**src/rtl/quad_dac_consts.svh**
```systemverilog
// constants for the four-channel converter loader
// assumes inclusion by bare name from rtl files
`ifndef QUAD_DAC_CONSTS_SVH
`define QUAD_DAC_CONSTS_SVH

`define WORD_W          16
`define VAL_W           10
`define SEL_HI          15
`define SEL_LO          14
`define VAL_HI          13
`define VAL_LO          4
`define NUM_CH          4
`define BUF_RESET       10'h000
`define SETTLE_NS       35000
`define CLK_NS          20
`define SETTLE_CYC      ((`SETTLE_NS + `CLK_NS - 1) / `CLK_NS)

`endif

```
**src/rtl/quad_dac_pkg.sv**
```systemverilog
// types for the four-channel converter loader
// assumes nothing beyond the constants header
`include "quad_dac_consts.svh"

package quad_dac_pkg;

  typedef logic [`VAL_W-1:0] dac_val_t;

  typedef struct packed {
    logic [1:0] chan;
    dac_val_t   value;
  } dac_cmd_t;

  typedef struct packed {
    logic backup_supply_strap;
    logic normal_power_strap;
  } strap_t;

  typedef enum logic [1:0] {
    ST_IDLE = 2'b01,
    ST_HOLD = 2'b10
  } pwr_state_t;

endpackage : quad_dac_pkg

```
**src/rtl/pin_sync3.sv**
```systemverilog
// three-stage synchroniser with agreement filter for one pin
// assumes clk domain, reset already synchronised
`timescale 1ns/1ps

module pin_sync3 (
  // clock and reset
  input  wire logic clk,
  input  wire logic rst_n,
  // pin
  input  wire logic pin,
  // filtered level
  output logic      level
);

  typedef struct packed {
    logic s1;
    logic s2;
    logic s3;
    logic lv;
  } sync_state_t;

  sync_state_t st_q;
  sync_state_t st_d;

  always_comb begin
    st_d    = st_q;
    st_d.s1 = pin;
    st_d.s2 = st_q.s1;
    st_d.s3 = st_q.s2;
    // change counts only when the second and third stages agree
    if (st_q.s2 == st_q.s3) begin
      st_d.lv = st_q.s3;
    end
  end

  always_ff @(posedge clk or negedge rst_n) begin
    if (!rst_n) begin
      st_q <= '0;
    end else begin
      st_q <= st_d;
    end
  end

  assign level = st_q.lv;

endmodule : pin_sync3

```
**src/rtl/quad_dac_channel_loader.sv**
```systemverilog
// host-written loader for four 10-bit converter channel buffers
// assumes host write strobe is synchronous to clk; power and start pins are not
`timescale 1ns/1ps
`include "quad_dac_consts.svh"

// Operation
// RULE1: a 16-bit word splits into channel select and value bits 13..4
// RULE2: bits 15..14 pick channel 0 to 3 directly
// RULE3: words 000000, 020000, 037760 give zero, half, full minus one step
// RULE4: four independent 10-bit buffers each keep their last written value
// RULE5: channel and value are taken together in one write
// RULE6: host supplies a valid channel in every word
// RULE7: host waits settling time, up to 35 us, between conversions
// RULE8: while host power is low, loading is blocked
// RULE9: backup strap keeps buffers on power restore; normal strap clears them
// RULE10: only the selected channel buffer changes on a write
module quad_dac_channel_loader (
  // clock and reset
  input  wire logic                     clk,
  input  wire logic                     rst_n,
  // host write port
  input  wire logic                     wr_stb,
  input  wire logic [`WORD_W-1:0]       digital_input_word,
  // system power signals, asynchronous pins
  input  wire logic                     power_low,
  input  wire logic                     start_restore,
  // straps
  input  wire quad_dac_pkg::strap_t     straps,
  // converter inputs
  output quad_dac_pkg::dac_val_t        dac_out [`NUM_CH],
  output logic                          load_enable
);

  // power starts in hold so no write lands in the first cycle after reset release
  typedef struct packed {
    logic                          start_prev;
    quad_dac_pkg::pwr_state_t      pwr;
    quad_dac_pkg::dac_val_t [3:0]  buf_val;
  } loader_state_t;

  // state
  loader_state_t              st_q;
  loader_state_t              st_d;
  // reset release chain stands apart: it runs on the raw reset, the rest on its copy
  logic [1:0]                 rst_sync_q;
  logic                       rst_int_n;

  // synchronised pins
  logic                       pwr_low_s;
  logic                       start_s;
  logic                       backup_s;
  logic                       normal_s;

  // decoded host write and restore
  logic                       backup_now;
  logic                       start_rise;
  logic                       wr_take;
  logic                       restore_clr;
  logic [`NUM_CH-1:0]         ch_wr;
  quad_dac_pkg::dac_cmd_t     cmd;

  function automatic quad_dac_pkg::dac_cmd_t split_word(
    input logic [`WORD_W-1:0] w
  );
    quad_dac_pkg::dac_cmd_t c;
    c.chan  = w[`SEL_HI:`SEL_LO]; // RULE2
    c.value = w[`VAL_HI:`VAL_LO]; // RULE1 RULE3
    return c;
  endfunction : split_word

  // true when a select code addresses channel idx
  function automatic logic chan_hit(
    input logic [1:0]  sel,
    input int unsigned idx
  );
    logic hit;
    hit = (sel == idx[1:0]);
    return hit;
  endfunction : chan_hit

  // both straps or neither fall back to normal, so a missing strap still clears
  function automatic logic backup_sel(
    input logic bk,
    input logic nm
  );
    logic sel;
    sel = bk & ~nm;
    return sel;
  endfunction : backup_sel

  // an upset code parks in hold, the safe side for the buffers
  function automatic quad_dac_pkg::pwr_state_t next_pwr(
    input quad_dac_pkg::pwr_state_t cur,
    input logic                     low
  );
    quad_dac_pkg::pwr_state_t nx;
    nx = cur;
    unique case (cur)
      quad_dac_pkg::ST_IDLE: begin
        // any low report drops the load signal
        if (low) begin
          nx = quad_dac_pkg::ST_HOLD;
        end
      end
      quad_dac_pkg::ST_HOLD: begin
        // leave hold only once the filtered level is low again
        if (!low) begin
          nx = quad_dac_pkg::ST_IDLE;
        end
      end
      default: begin
        nx = quad_dac_pkg::ST_HOLD;
      end
    endcase
    return nx;
  endfunction : next_pwr

  // next contents of one buffer: clear beats load, load beats hold
  function automatic quad_dac_pkg::dac_val_t buf_next(
    input quad_dac_pkg::dac_val_t cur,
    input logic                   load,
    input logic                   clr,
    input quad_dac_pkg::dac_val_t val
  );
    quad_dac_pkg::dac_val_t nx;
    nx = cur;
    if (load) begin
      nx = val;
    end
    if (clr) begin
      nx = `BUF_RESET;
    end
    return nx;
  endfunction : buf_next

  // reset release through two flops
  always_ff @(posedge clk or negedge rst_n) begin
    if (!rst_n) begin
      rst_sync_q <= 2'h0;
    end else begin
      rst_sync_q <= {rst_sync_q[0], 1'b1};
    end
  end

  assign rst_int_n = rst_sync_q[1];

  // both power pins share the agreement filter against glitches
  pin_sync3 u_sync_pwr (
    .clk   (clk),
    .rst_n (rst_int_n),
    .pin   (power_low),
    .level (pwr_low_s)
  );

  pin_sync3 u_sync_start (
    .clk   (clk),
    .rst_n (rst_int_n),
    .pin   (start_restore),
    .level (start_s)
  );

  // straps are pins too; same latency as start, so mode and edge arrive together
  pin_sync3 u_sync_backup (
    .clk   (clk),
    .rst_n (rst_int_n),
    .pin   (straps.backup_supply_strap),
    .level (backup_s)
  );

  pin_sync3 u_sync_normal (
    .clk   (clk),
    .rst_n (rst_int_n),
    .pin   (straps.normal_power_strap),
    .level (normal_s)
  );

  assign cmd         = split_word(digital_input_word);
  assign backup_now  = backup_sel(backup_s, normal_s);
  assign wr_take     = wr_stb && load_enable; // RULE5 RULE8
  // a start level already high at release counts as an edge once filters settle
  assign start_rise  = start_s && !st_q.start_prev;
  assign restore_clr = start_rise && !backup_now; // RULE9

  // per-channel load strobes; only the addressed buffer ever sees one
  for (genvar i = 0; i < `NUM_CH; i++) begin : g_wr
    assign ch_wr[i] = wr_take && chan_hit(cmd.chan, i); // RULE10
  end

  always_comb begin
    st_d            = st_q;
    st_d.start_prev = start_s;
    st_d.pwr        = next_pwr(st_q.pwr, pwr_low_s);
    // clear wins over a coincident write
    for (int i = 0; i < `NUM_CH; i++) begin
      st_d.buf_val[i] = buf_next(st_q.buf_val[i], ch_wr[i], restore_clr, cmd.value); // RULE4
    end
  end

  // the one state register, reset by the released copy
  always_ff @(posedge clk or negedge rst_int_n) begin
    if (!rst_int_n) begin
      st_q.start_prev <= 1'b0;
      st_q.pwr        <= quad_dac_pkg::ST_HOLD;
      st_q.buf_val    <= {`NUM_CH{`BUF_RESET}};
    end else begin
      st_q <= st_d;
    end
  end

  // load is blocked in the same cycle power_low is seen, not a cycle later
  assign load_enable = (st_q.pwr == quad_dac_pkg::ST_IDLE) && !pwr_low_s; // RULE8

  // outputs come straight from the buffer flops
  for (genvar i = 0; i < `NUM_CH; i++) begin : g_out
    assign dac_out[i] = st_q.buf_val[i];
  end

endmodule : quad_dac_channel_loader

```
**config.mk**
```make
export PLATFORM = sky130hd
export DESIGN_NAME = quad_dac_channel_loader
export DESIGN_NICKNAME = d
export VERILOG_FILES = /design/src/rtl/quad_dac_pkg.sv /design/src/rtl/pin_sync3.sv /design/src/rtl/quad_dac_channel_loader.sv
export VERILOG_INCLUDE_DIRS = /design/src /design/src/rtl
export SDC_FILE = /design/constraint.sdc
export NUM_CORES = 1
export LEC_CHECK = 0
export BUFFER_PORTS_ARGS = -buffer_cell sky130_fd_sc_hd__buf_2
export CAP_MARGIN = 25
export CORE_MARGIN = 4
export CORE_UTILIZATION = 40
export CTS_CLUSTER_DIAMETER = 120
export CTS_CLUSTER_SIZE = 40
export DETAILED_ROUTE_END_ITERATION = 16
export HOLD_SLACK_MARGIN = 0.08
export PLACE_DENSITY_LB_ADDON = 0.3
export SETUP_SLACK_MARGIN = 0.1
export SYNTH_ARGS = -nofsm -noshare
export SYNTH_HDL_FRONTEND = slang
export SYNTH_SLANG_ARGS = --single-unit
export TNS_END_PERCENT = 30
```
**constraint.sdc**
```tcl
create_clock -name clk -period 2.4 [get_ports clk]
set_clock_uncertainty 0.2 [all_clocks]
set_input_delay 0.24 -clock clk [delete_from_list [all_inputs] [get_ports clk]]
set_output_delay 0.24 -clock clk [all_outputs]
set_load 0.02 [all_outputs]
```
# After elaboration in Yosys (flattened, before gate mapping)
# Index checks and enable logic that the tools add are counted.
# word_totals
romBits,0
wordCells,64
ramBits,0
latch_bits,0
reg_bits,61
inputBits,23
n_memories,0
output_inout_bits,41
# op_classes
order_cmp,0
div_mod_pow,0
n_shift,0
n_addsub,0
eq_ne,11
mux,11
mul,0
reduce_logical,17
n_bitwise,2
# ops
op,n
two-way mux 10 bit,8
logical AND 1 bit,8
nonzero test 2 bit,4
== test 2 bit (second input constant),3
== test 1 bit,4
== test 2 x 1 -> 1 bit (second input constant),2
two-way mux 2 bit,2
one-hot mux 2 bit (2 select lines),1
logical NOT 1 bit,3
logical NOT 2 bit,1
inequality test 2 x 1 -> 1 bit (second input constant),1
inequality test 2 bit (second input constant),1
AND reduction 2 bit,1
bitwise AND 1 bit,1
NOT 1 bit,1

# Longest topological paths before layout
# Gate-level depths: netlist of the first run.
# depth
depth_word,6
depth_mapped,4

# Hierarchy
# A second synthesis of the first run with hierarchy kept.
# hier_totals
cells_unflattened,221
hier_area_um2,2686.3
# by_module_without_submodules
module,area_each_um2,cells_per_inst,instances
quad_dac_channel_loader,2240.9,201,1
pin_sync3,111.4,5,4

# Least setup slack after synthesis of the first run
# No wires, ideal clock.
# synth_timing
path_kind,register to register
start,"register u_sync_pwr.st_q, in the netlist u_sync_pwr.level"
end,"register st_q, in the netlist dac_out[2]"
path_slack_ns,0.906
synth_period_minus_slack_ns,1.494
arrival_time_ns,1.214
path_buffers,1
stages_incl_launch_ff,5
cell_sequence,dfrtp_1 -> and4bb_4 -> and3_4 -> buf_6 -> mux2i_1
# synth_between
elab_chain_len,5
# synth_lines
item,line_no,rtl
"start, declared",pin_sync3.sv:22,sync_state_t st_q;
"start signal, assigned",pin_sync3.sv:40,st_q <= st_d;
logical NOT 1 bit,quad_dac_channel_loader.sv:211,assign load_enable = (st_q.pwr == quad_dac_pkg::ST_IDLE) && !pwr_low_s;
logical AND 1 bit,quad_dac_channel_loader.sv:211,
logical AND 1 bit,quad_dac_channel_loader.sv:179,assign wr_take = wr_stb && load_enable;
logical AND 1 bit,quad_dac_channel_loader.sv:186,"assign ch_wr[i] = wr_take && chan_hit(cmd.chan, i);"
nonzero test 2 bit (no source line),n/a,
"end signal, assigned",quad_dac_channel_loader.sv:206,st_q <= st_d;
"end, declared",quad_dac_channel_loader.sv:42,loader_state_t st_q;
# No other way between the ends.
# A chain may end at the register's enable or synchronous reset.

# Final worst setup path of the first run
# layout_timing
start,register st_q[42] (netlist name)
end,"register st_q, in the netlist dac_out[0]"
# layout_between
elab_chain_len,4
# layout_lines
item,line_no,rtl
logical NOT 1 bit *,quad_dac_channel_loader.sv:181,assign start_rise = start_s && !st_q.start_prev;
logical AND 1 bit *,quad_dac_channel_loader.sv:181,
logical AND 1 bit *,quad_dac_channel_loader.sv:182,assign restore_clr = start_rise && !backup_now;
two-way mux 10 bit or nonzero test 2 bit (tied branches),n/a,
# Every way passes the cells marked *; elsewhere a longest branch is shown, timed or not.

==> run_results.csv, run 1 <==
group,metric,value,unit
final_layout,regArea,1530,um2
cts,clk_path_buf_depth,2,
cts,htree_levels,3,
sta,timing.final.ws_setup,604,ps
power_and_ir_drop,total_leakage_power,1.68,nW
outcome,status,"completed",
sta,setup_tns,0,ps
drt,num_vias,1644,
cts,cts-root-buf,"clkbuf_8",
cts,postCtsSetupBuffers,0,
power_and_ir_drop,p_per_area,777,nW/um2
cts,cts.clk_slew.worst_paths,70,ps
worst_setup_path,end_kind,"flop",
drt,via_per_inst,4.98,
sta,worstMarginPinSlew,594,ps
floorplanning,die_w,90.5,um
drt,firstDrtPassIters,4,
worst_setup_path,cp.arrival,1770,ps
drt,drt_iter0_markers,55,
logic_synthesis,yosysTopAreaCell,"dfrtp_1",
placement,dp_hpwl,3780,um
sta,slew_headroom,60.4,%
sta,drv_slew,0,
worst_setup_path,critPathLaunch,"st_q[42]$_DFF_PN0_",
floorplanning,initial_utilization,41.9,%
worst_setup_path,worstReg2RegEnd,"dac_out[0]$_DFFE_PN0P_",
logic_synthesis,postSynthCellCount,224,
sta,setup_viol,0,
logic_synthesis,avgSynthCellArea,12.2,um2
power_and_ir_drop,power.total,2.35,mW
sta,min_period,1800,ps
sta,post-route-period-util,74.8,%
final_layout,post_route_cells_drive_above_1_share,33.6,%
floorplanning,core_area,6490,um2
drt,drc,0,
placement,dp_slack,633,ps
worst_setup_path,start_kind,"flop",
final_layout,multi_input_comb_area,811,um2
drt,wire_per_inst,17.2,um
worst_setup_path,critPathKind,"flop to flop",
grt,first_global_vias,1669,
final_layout,nFillCells,598,
logic_synthesis,syn_nets,247,
placement,gp_congestion,0.756,
cts,cts_tree,"done",
cts,cts_buffers,9,
grt,grt_pass1_wl,9340,um
final_layout,final_cell_mix,"59 x dfrtp_1, 59 x buf_2, 42 x o21ai_0",
final_layout,area_delta_synth_final,11.2,%
worst_hold_path,min_path_type,"flop to asynchronous set/reset pin",
floorplanning,rows,29,
worst_setup_path,crit_path_end,"dac_out[0]$_DFFE_PN0P_",
sta,fmax,0.557,GHz
logic_synthesis,yosys-top-cells-area,"dfrtp_1 55%, mux2i_1 15%, buf_4 11%, o21ai_0 7.7%, maj3_1 1.5%",
grt,grt_max_degree,51,
worst_setup_path,reg2reg_depth,3,
run,drv_cap,0,
grt,grt_overflow_total,0,
worst_setup_path,crit_required,2370,ps
drt,routed_wl,5690,um
floorplanning,die_y,90.5,um
cts,clock_sinks,61,
grt,antenna_found_initial,0,
logic_synthesis,synth-seq-cells,61,
placement,io_buffers,59,
cts,insertion_delay,330,ps
grt,grt.total_usage,14.8,%
logic_synthesis,syn_area,2720,um2
final_layout,n_antenna_cell,0,
logic_synthesis,yosysTopAreaCellShare,55.1,%
floorplanning,ios,64,
sta,rsz0062_at_grt,"false",
final_layout,utilization,46.6,%
floorplanning,die-area,8190,um2
worst_setup_path,worstPathMaxFanout,50,
logic_synthesis,ys_seq_area_share,56.1,%
final_layout,final_nets,273,
power_and_ir_drop,ir_drop,0.282,mV
drt,drtAntennaViolNets,0,
sta,hold_viol,0,
worst_setup_path,r2r_start,"st_q[42]$_DFF_PN0_",
worst_setup_path,r2r_slack,600,ps
logic_synthesis,synth_cell_types,24,
logic_synthesis,yosys_warnings,0,
per-stage QoR:
stage	std cells	hold slack, ps	instance area (um2)
floorplan	224	-256	2720
global placement	310	-176	2780
detailed placement	310	-172	2780
CTS	330	96.1	3030
global route	330	135	3030
finish	330	78.4	3030
what timing repair did:
| action | in CTS | in global routing |
|---|---|---|
| resized for setup | 0 | 0 |
| hold endpoints to repair | 6 | 0 |
| hold buffers | 6 | 0 |
layout make-up:
class / instances / area share (%)
Clock buffer: 12 / 5.12
Clock inverter: 2 / 1.16
Inverter: 1 / 0.124
Multi-Input combinational cell: 108 / 26.8
Sequential cell: 61 / 50.5
Tap cell: 77 / 3.18
Timing Repair Buffer: 69 / 13.1
worst min-delay path by stage:
stage / startpoint / cells after the start / slack (ps) / end
4_1_cts: rst_sync_q[1]$_DFF_PN0_ / 0 / 100 / u_sync_start.st_d[2]$_DFF_PN0_
3_5_place_dp: rst_n / 1 / -170 / rst_sync_q[0]$_DFF_PN0_
3_3_place_gp: rst_n / 1 / -180 / rst_sync_q[0]$_DFF_PN0_
6_report: rst_sync_q[1]$_DFF_PN0_ / 0 / 80 / dac_out[23]$_DFFE_PN0P_
2_1_floorplan: rst_n / 0 / -260 / rst_sync_q[0]$_DFF_PN0_
5_1_grt: rst_sync_q[1]$_DFF_PN0_ / 0 / 130 / u_sync_start.st_d[1]$_DFF_PN0_
critical path, stage by stage (launching register included):
cell      delay (ps)
dfrtp_1          360
nand2b_4         350
o21ai_1          570
mux2i_1          160
Yosys cell counts (all sizes together):
master	n
dfrtp	60
o21ai	50
buf	45
mux2i	40
clkbuf	9
maj3	4
nand2b	2
nand3b	2
and2	1
and3	1
and4bb	1
conb	1
dfstp	1
inv	1
nand2	1
nand3	1
nor2	1
nor2b	1
nor3b	1
xor2	1
power breakdown:
part | switching [mW] | total, mW | internal, mW
clock | 0.373 | 0.897 | 0.524
sequential | 0.0532 | 1.16 | 1.11
combinational | 0.189 | 0.297 | 0.108
total | 0.615 | 2.35 | 1.74
flip-flops by register name, summed over array words and instances (netlist names), 2 cells and up:
register / count
u_sync_backup.st_d: 2
rst_sync_q: 2
u_sync_pwr.st_d: 2
dac_out: 40
u_sync_start.st_d: 2
u_sync_normal.st_d: 2
st_q: 3
routing by layer:
| metal | vias to the layer above | wire, um | GRT usage [%] | share of wire [%] |
|---|---|---|---|---|
| li1 | 784 | - | - | - |
| met1 | 798 | 2770 | 21.5 | 49 |
| met2 | 60 | 2480 | 20.1 | 44 |
| met3 | 2 | 399 | 4.67 | 7.0 |
| met4 | 0 | 29 | 6.12 | 0.51 |
| met5 | - | 0 | 0 | 0 |
kinds of logic (layout without fill, tap and decap cells):
family | after synthesis | count (layout) | share of synthesized area [%]
XOR/XNOR | 1 | 1 | 0.322
AND/OR/NAND/NOR | 12 | 12 | 3.95
multiplexers | 40 | 40 | 14.7
adder cells (fa/ha/maj) | 4 | 4 | 1.47
buffers and inverters | 55 | 84 | 14.1
AO/OA/AOI/OAI | 50 | 50 | 9.19
flip-flops | 61 | 61 | 56.1
other | 1 | 1 | 0.138
No activity file was read; power rests on OpenSTA's default activity.
==> inputs of run 2 (changes only) <==
Settings changed: ABC_AREA set to 1.
Clock period 2.4 ns to 1.85 ns, I/O delays scaled along.
==> run 2 against run 1 <==
Count of clock-buffer cells in the layout unchanged. Sequential power up 25%. Largest cell class unchanged. Global-route usage up 1.1 points. Register-to-register slack worse by 360 ps. Synthesized cell count up 22%. Wire length down 0.32%. Utilization up 1.7 points. Die area down 2.3%. Highest routed layer unchanged. Non-clock buffer count up 6. Setup slack worse by 390 ps. Sequential share of layout area down 0.98 points. Synthesized area down 2.5%.
==> run_results.csv, run 2 <==
group,metric,value,unit
outcome,status,"completed",
worst_hold_path,min_path_type,"flop to asynchronous set/reset pin",
logic_synthesis,yosys-top-cells-area,"dfrtp_1 57%, nand2_1 12%, buf_4 12%, nand3_1 7.5%, a21boi_1 2.8%",
power_and_ir_drop,p_per_area,1010,nW/um2
logic_synthesis,yosysTopAreaCellShare,56.6,%
logic_synthesis,yosysTopAreaCell,"dfrtp_1",
logic_synthesis,yosys-top-cells-count,"85 x nand2_1, 60 x dfrtp_1, 41 x buf_4",
cts,clock_sinks,61,
drt,routed_wl,5670,um
final_layout,stdcell_area,3090,um2
floorplanning,core_area,6390,um2
drt,wire_per_inst,14.4,um
final_layout,final_nets,335,
final_layout,largest_register_ffs,40,
placement,io_buffers,59,
final_layout,utilization,48.4,%
sta,slew_headroom,64.7,%
grt,first_global_vias,1796,
floorplanning,die_w,89.5,um
worst_setup_path,cp.arrival,1250,ps
drt,via_per_inst,4.69,
cts,cts_tree,"done",
logic_synthesis,synth-main-ff-cell,"dfrtp_1",
floorplanning,ios,64,
sta,whs,69.6,ps
drt,drc,0,
sta,rsz0062_at_grt,"false",
grt,antenna_found_initial,0,
sta,fmax,0.610,GHz
worst_setup_path,end_kind,"output port",
grt,grt_pass1_wl,9250,um
drt,drtAntennaViolNets,0,
worst_setup_path,start_kind,"flop",
drt,drt_iter0_markers,115,
final_layout,n_antenna_cell,0,
logic_synthesis,synth_edf_count,0,
final_layout,final_cell_mix,"85 x nand2_1, 59 x dfrtp_1, 59 x buf_2",
grt,grt_overflow_total,0,
logic_synthesis,syn_nets,296,
cts,cts-root-buf,"clkbuf_8",
logic_synthesis,ys_seq_area_share,57.5,%
sta,post-route-period-util,88.6,%
sta,worstMarginPinSlew,528,ps
worst_setup_path,r2r_slack,240,ps
grt,grt_max_degree,41,
sta,hold_viol,0,
floorplanning,rows,29,
sta,drv_slew,0,
sta,setup_tns,0,ps
sta,min_period,1640,ps
logic_synthesis,postSynthCellCount,273,
final_layout,post_route_cells_drive_above_1_share,30.0,%
drt,firstDrtPassIters,4,
final_layout,area_delta_synth_final,16.3,%
placement,dp_hpwl,3980,um
cts,insertion_delay,330,ps
drt,num_vias,1849,
floorplanning,initial_utilization,41.6,%
floorplanning,die-area,8000,um2
floorplanning,die_y,89.5,um
placement,dpl-instance-area,2770,um2
grt,grt.total_usage,15.9,%
placement,gp_congestion,0.798,
worst_setup_path,crit_required,1460,ps
cts,cts_buffers,9,
final_layout,final_common_cell,"nand2_1",
logic_synthesis,yosys_warnings,0,
logic_synthesis,synth_cell_types,20,
logic_synthesis,syn_area,2660,um2
power_and_ir_drop,ir_drop,0.556,mV
cts,htree_levels,3,
run,drv_cap,0,
power_and_ir_drop,total_leakage_power,1.74,nW
logic_synthesis,synth-seq-cells,61,
logic_synthesis,avgSynthCellArea,9.73,um2
worst_setup_path,worstPathMaxFanout,5,
cts,cts.clk_slew.worst_paths,60,ps
logic_synthesis,synth_async_sr_flop_share,100,%
cts,clk_path_buf_depth,2,
worst_setup_path,critPathKind,"flop to output port",
sta,setup_viol,0,
logic_synthesis,synth_most_common_cell,"nand2_1",
## run 2: cell count changes after synthesis, sizes merged, moves of 7 or more
cell,change
a21boi,+10
clkbuf,-8
inv,+9
mux2i,-40
nand2,+84
nand3,+43
nor2,+7
o21ai,-50
## run 2: cells by family (layout without fill, tap and decap cells)
| group | count (synthesis) | after routing | share of synthesized area, % |
|---|---|---|---|
| and+or+nand+nor | 139 | 139 | 23.9 |
| adders and majority gates | 4 | 4 | 1.51 |
| AOI/OAI and AO/OA | 11 | 11 | 3.02 |
| DFF | 61 | 61 | 57.5 |
| buffers and inverters | 57 | 101 | 13.9 |
| other | 1 | 1 | 0.141 |
## run 2: worst paths after layout
check / start / end / cells after the start
worst max register to register: u_sync_normal.level$_DFFE_PN0N_ / dac_out[2]$_DFFE_PN0P_ / 5
worst min-delay path: rst_sync_q[1]$_DFF_PN0_ / u_sync_start.st_q[1]$_DFF_PN0_ / 1
min in group clk: digital_input_word[9] / dac_out[25]$_DFFE_PN0P_ / 4
worst max-delay path: st_q[41]$_DFFE_PN1P_ / load_enable / 4
max in group asynchronous: rst_n / rst_sync_q[1]$_DFF_PN0_ / 3
worst min register to register: rst_sync_q[1]$_DFF_PN0_ / u_sync_start.st_q[1]$_DFF_PN0_ / 1
## run 2: through the flow
step	power (mW)	cells	setup WS [ps]
after floorplan	1.72	273	468
after global placement	1.79	369	282
after detailed placement	1.80	369	225
after CTS	3.15	394	195
after global routing	3.26	394	119
final	3.11	394	212
## run 2: cell type report
class                           count  area (um2)
Inverter                           10        37.5
Clock buffer                       12         155
Multi-Input combinational cell    155         758
Tap cell                           77        96.3
Sequential cell                    61        1530
Clock inverter                      4        70.1
Fill cell                         652        3300
Timing Repair Buffer               75         442
## run 2: critical path: stages (launching register included)
cell and delay [ps]:
dfstp_2 530, inv_2 50, nand2_1 110, nor2_4 70, buf_2 160
## run 2: repair_timing
action,in CTS,in global routing
endpoints found under the setup margin,0,40
setup buffers,0,0
hold buffers,9,0
endpoints found under the hold margin,15,0
gates resized for setup,0,1
## run 2: where the power goes
part	switching (mW)	internal (mW)	total, mW	leakage (nW)
Clock	0.495	0.828	1.32	0.116
Sequential	0.0415	1.41	1.45	0.799
Combinational	0.225	0.114	0.340	0.829
Total	0.761	2.35	3.11	1.74
## run 2: metal layers
layer	track usage [%]	vias to the layer above	wire [um]	share of wire (%)
li1	-	911	-	-
met1	22.0	877	2690	47
met2	23.1	52	2510	44
met3	5.62	9	375	6.6
met4	5.41	0	92	1.6
met5	0	-	0	0
==> inputs of run 3 (changes only) <==
Settings changed: RECOVER_POWER set to 25.
==> run 3 against run 2 <==
Sequential power about the same. Combinational power hardly changed. Count of clock-buffer cells in the layout unchanged. Global-route usage did not move. Highest routed layer unchanged.
==> run_results.csv, run 3 (synthesis gave the netlist of run 2 again) <==
group,metric,value,unit
worst_setup_path,cp_top_family,"flip-flops",
cts,cts.clk_slew.worst_paths,70,ps
cts,cts_tree,"done",
power_and_ir_drop,ir_drop,0.556,mV
placement,gp_congestion,0.798,
worst_setup_path,cp.arrival,1250,ps
final_layout,utilization,48.3,%
drt,drtAntennaViolNets,0,
sta,fmax,0.610,GHz
worst_setup_path,path_buf_inv,2,
cts,insertion_delay,330,ps
sta,setup_viol,0,
drt,num_vias,1849,
final_layout,regArea,1530,um2
grt,grt.total_usage,15.9,%
final_layout,area_delta_synth_final,16.2,%
worst_setup_path,crit_required,1460,ps
worst_setup_path,start_kind,"flop",
final_layout,final_cell_mix,"85 x nand2_1, 59 x dfrtp_1, 59 x buf_2",
drt,routed_wl,5670,um
sta,worstMarginPinSlew,656,ps
sta,hold_viol,0,
sta,rsz0062_at_grt,"false",
floorplanning,die_y,89.5,um
drt,firstDrtPassIters,4,
drt,wire_per_inst,14.4,um
final_layout,largest_register_ffs,40,
grt,grt_max_degree,41,
grt,grt_pass1_wl,9250,um
grt,grt_overflow_total,0,
outcome,status,"completed",
grt,antenna_found_initial,0,
drt,drt_iter0_markers,115,
floorplanning,core_area,6390,um2
final_layout,layout.cells.non_filler,394,
final_layout,nFillCells,652,
worst_setup_path,reg2reg_depth,5,
sta,post-route-period-util,88.6,%
power_and_ir_drop,p_per_area,1010,nW/um2
placement,dpl-instance-area,2770,um2
final_layout,n_antenna_cell,0,
worst_setup_path,crit_slowest_cell,"dfstp_2",
sta,drv_slew,0,
final_layout,post_route_cells_drive_above_1_share,30.0,%
sta,setup_tns,0,ps
drt,via_per_inst,4.69,
floorplanning,die_w,89.5,um
worst_setup_path,cp.depth,4,
floorplanning,die-area,8000,um2
cts,cts-root-buf,"clkbuf_8",
placement,io_buffers,59,
worst_setup_path,path_cells,"inv_2, nand2_1, nor2_4, buf_2",
placement,place_inst,369,
cts,htree_levels,3,
worst_setup_path,critPathKind,"flop to output port",
floorplanning,initial_utilization,41.6,%
sta,slew_headroom,56.3,%
worst_setup_path,max_stage_delay,530,ps
run,drv_cap,0,
cts,cts_buffers,9,
placement,dp_hpwl,3980,um
power_and_ir_drop,total_leakage_power,1.74,nW
grt,first_global_vias,1796,
final_layout,multi_input_comb_area,758,um2
drt,drc,0,
final_layout,final_common_cell,"nand2_1",
worst_setup_path,end_kind,"output port",
worst_setup_path,worstPathMaxFanout,5,
floorplanning,rows,29,
sta,min_period,1640,ps
cts,clock_sinks,61,
worst_hold_path,min_path_type,"flop to asynchronous set/reset pin",
final_layout,final_nets,335,
final_layout,stdcell_area,3090,um2
cts,clk_path_buf_depth,2,
floorplanning,ios,64,
## run 3: changes by cell type in the layout (fill, tap and decap cells not counted)
cell and change:
clkbuf_2 +1, buf_4 -1
## run 3: power breakdown
group	internal [mW]	switching [mW]
logic	0.114	0.225
registers	1.41	0.0415
clock network	0.828	0.495
## run 3: path summary, 6_finish.rpt
kind / end / slack (ps) / start
hold / removal: dac_out[8]$_DFFE_PN0P_ / 100 / rst_sync_q[1]$_DFF_PN0_
max in group asynchronous: rst_sync_q[1]$_DFF_PN0_ / 820 / rst_n
setup reg to reg: dac_out[2]$_DFFE_PN0P_ / 240 / u_sync_normal.level$_DFFE_PN0N_
hold reg to reg: dac_out[8]$_DFFE_PN0P_ / 100 / rst_sync_q[1]$_DFF_PN0_
min in group clk: dac_out[25]$_DFFE_PN0P_ / 100 / digital_input_word[9]
setup / recovery: load_enable / 210 / st_q[41]$_DFFE_PN1P_
## run 3: repair_timing
action                                  in CTS  in global routing
endpoints found under the setup margin       0                 40
buffers inserted                             0                  0
endpoints found under the hold margin       15                  0
gates resized for setup                      0                  1
hold buffers                                 9                  0
## run 3: worst reg2reg max path: stages (launching register included)
cell      delay, ps
dfrtp_1         380
inv_1            50
nand2_1         200
a21boi_1        530
nand2_1         110
nand2_1          80
## run 3: metrics by stage
stage / hold slack, ps / worst slack [ps] / power (mW)
2_1_floorplan: -311 / 468 / 1.72
3_3_place_gp: -227 / 282 / 1.79
3_5_place_dp: -226 / 225 / 1.80
4_1_cts: 86.0 / 195 / 3.15
5_1_grt: 101 / 119 / 3.26
6_report: 95.0 / 212 / 3.11
## run 3: layout make-up
| cell class | count | area share (%) |
|---|---|---|
| Clock buffer | 12 | 5.03 |
| Tap cell | 77 | 3.12 |
| Sequential cell | 61 | 49.6 |
| Multi-Input combinational cell | 155 | 24.6 |
| Clock inverter | 4 | 2.27 |
| Timing Repair Buffer | 75 | 14.2 |
| Inverter | 10 | 1.22 |
## run 3: layer usage
metal | GRT usage [%] | vias up | part of all wire, %
met5 | 0 | - | 0
met4 | 5.41 | 0 | 1.6
met3 | 5.62 | 9 | 6.6
met2 | 23.1 | 52 | 44
met1 | 22.0 | 877 | 47
li1 | - | 911 | -
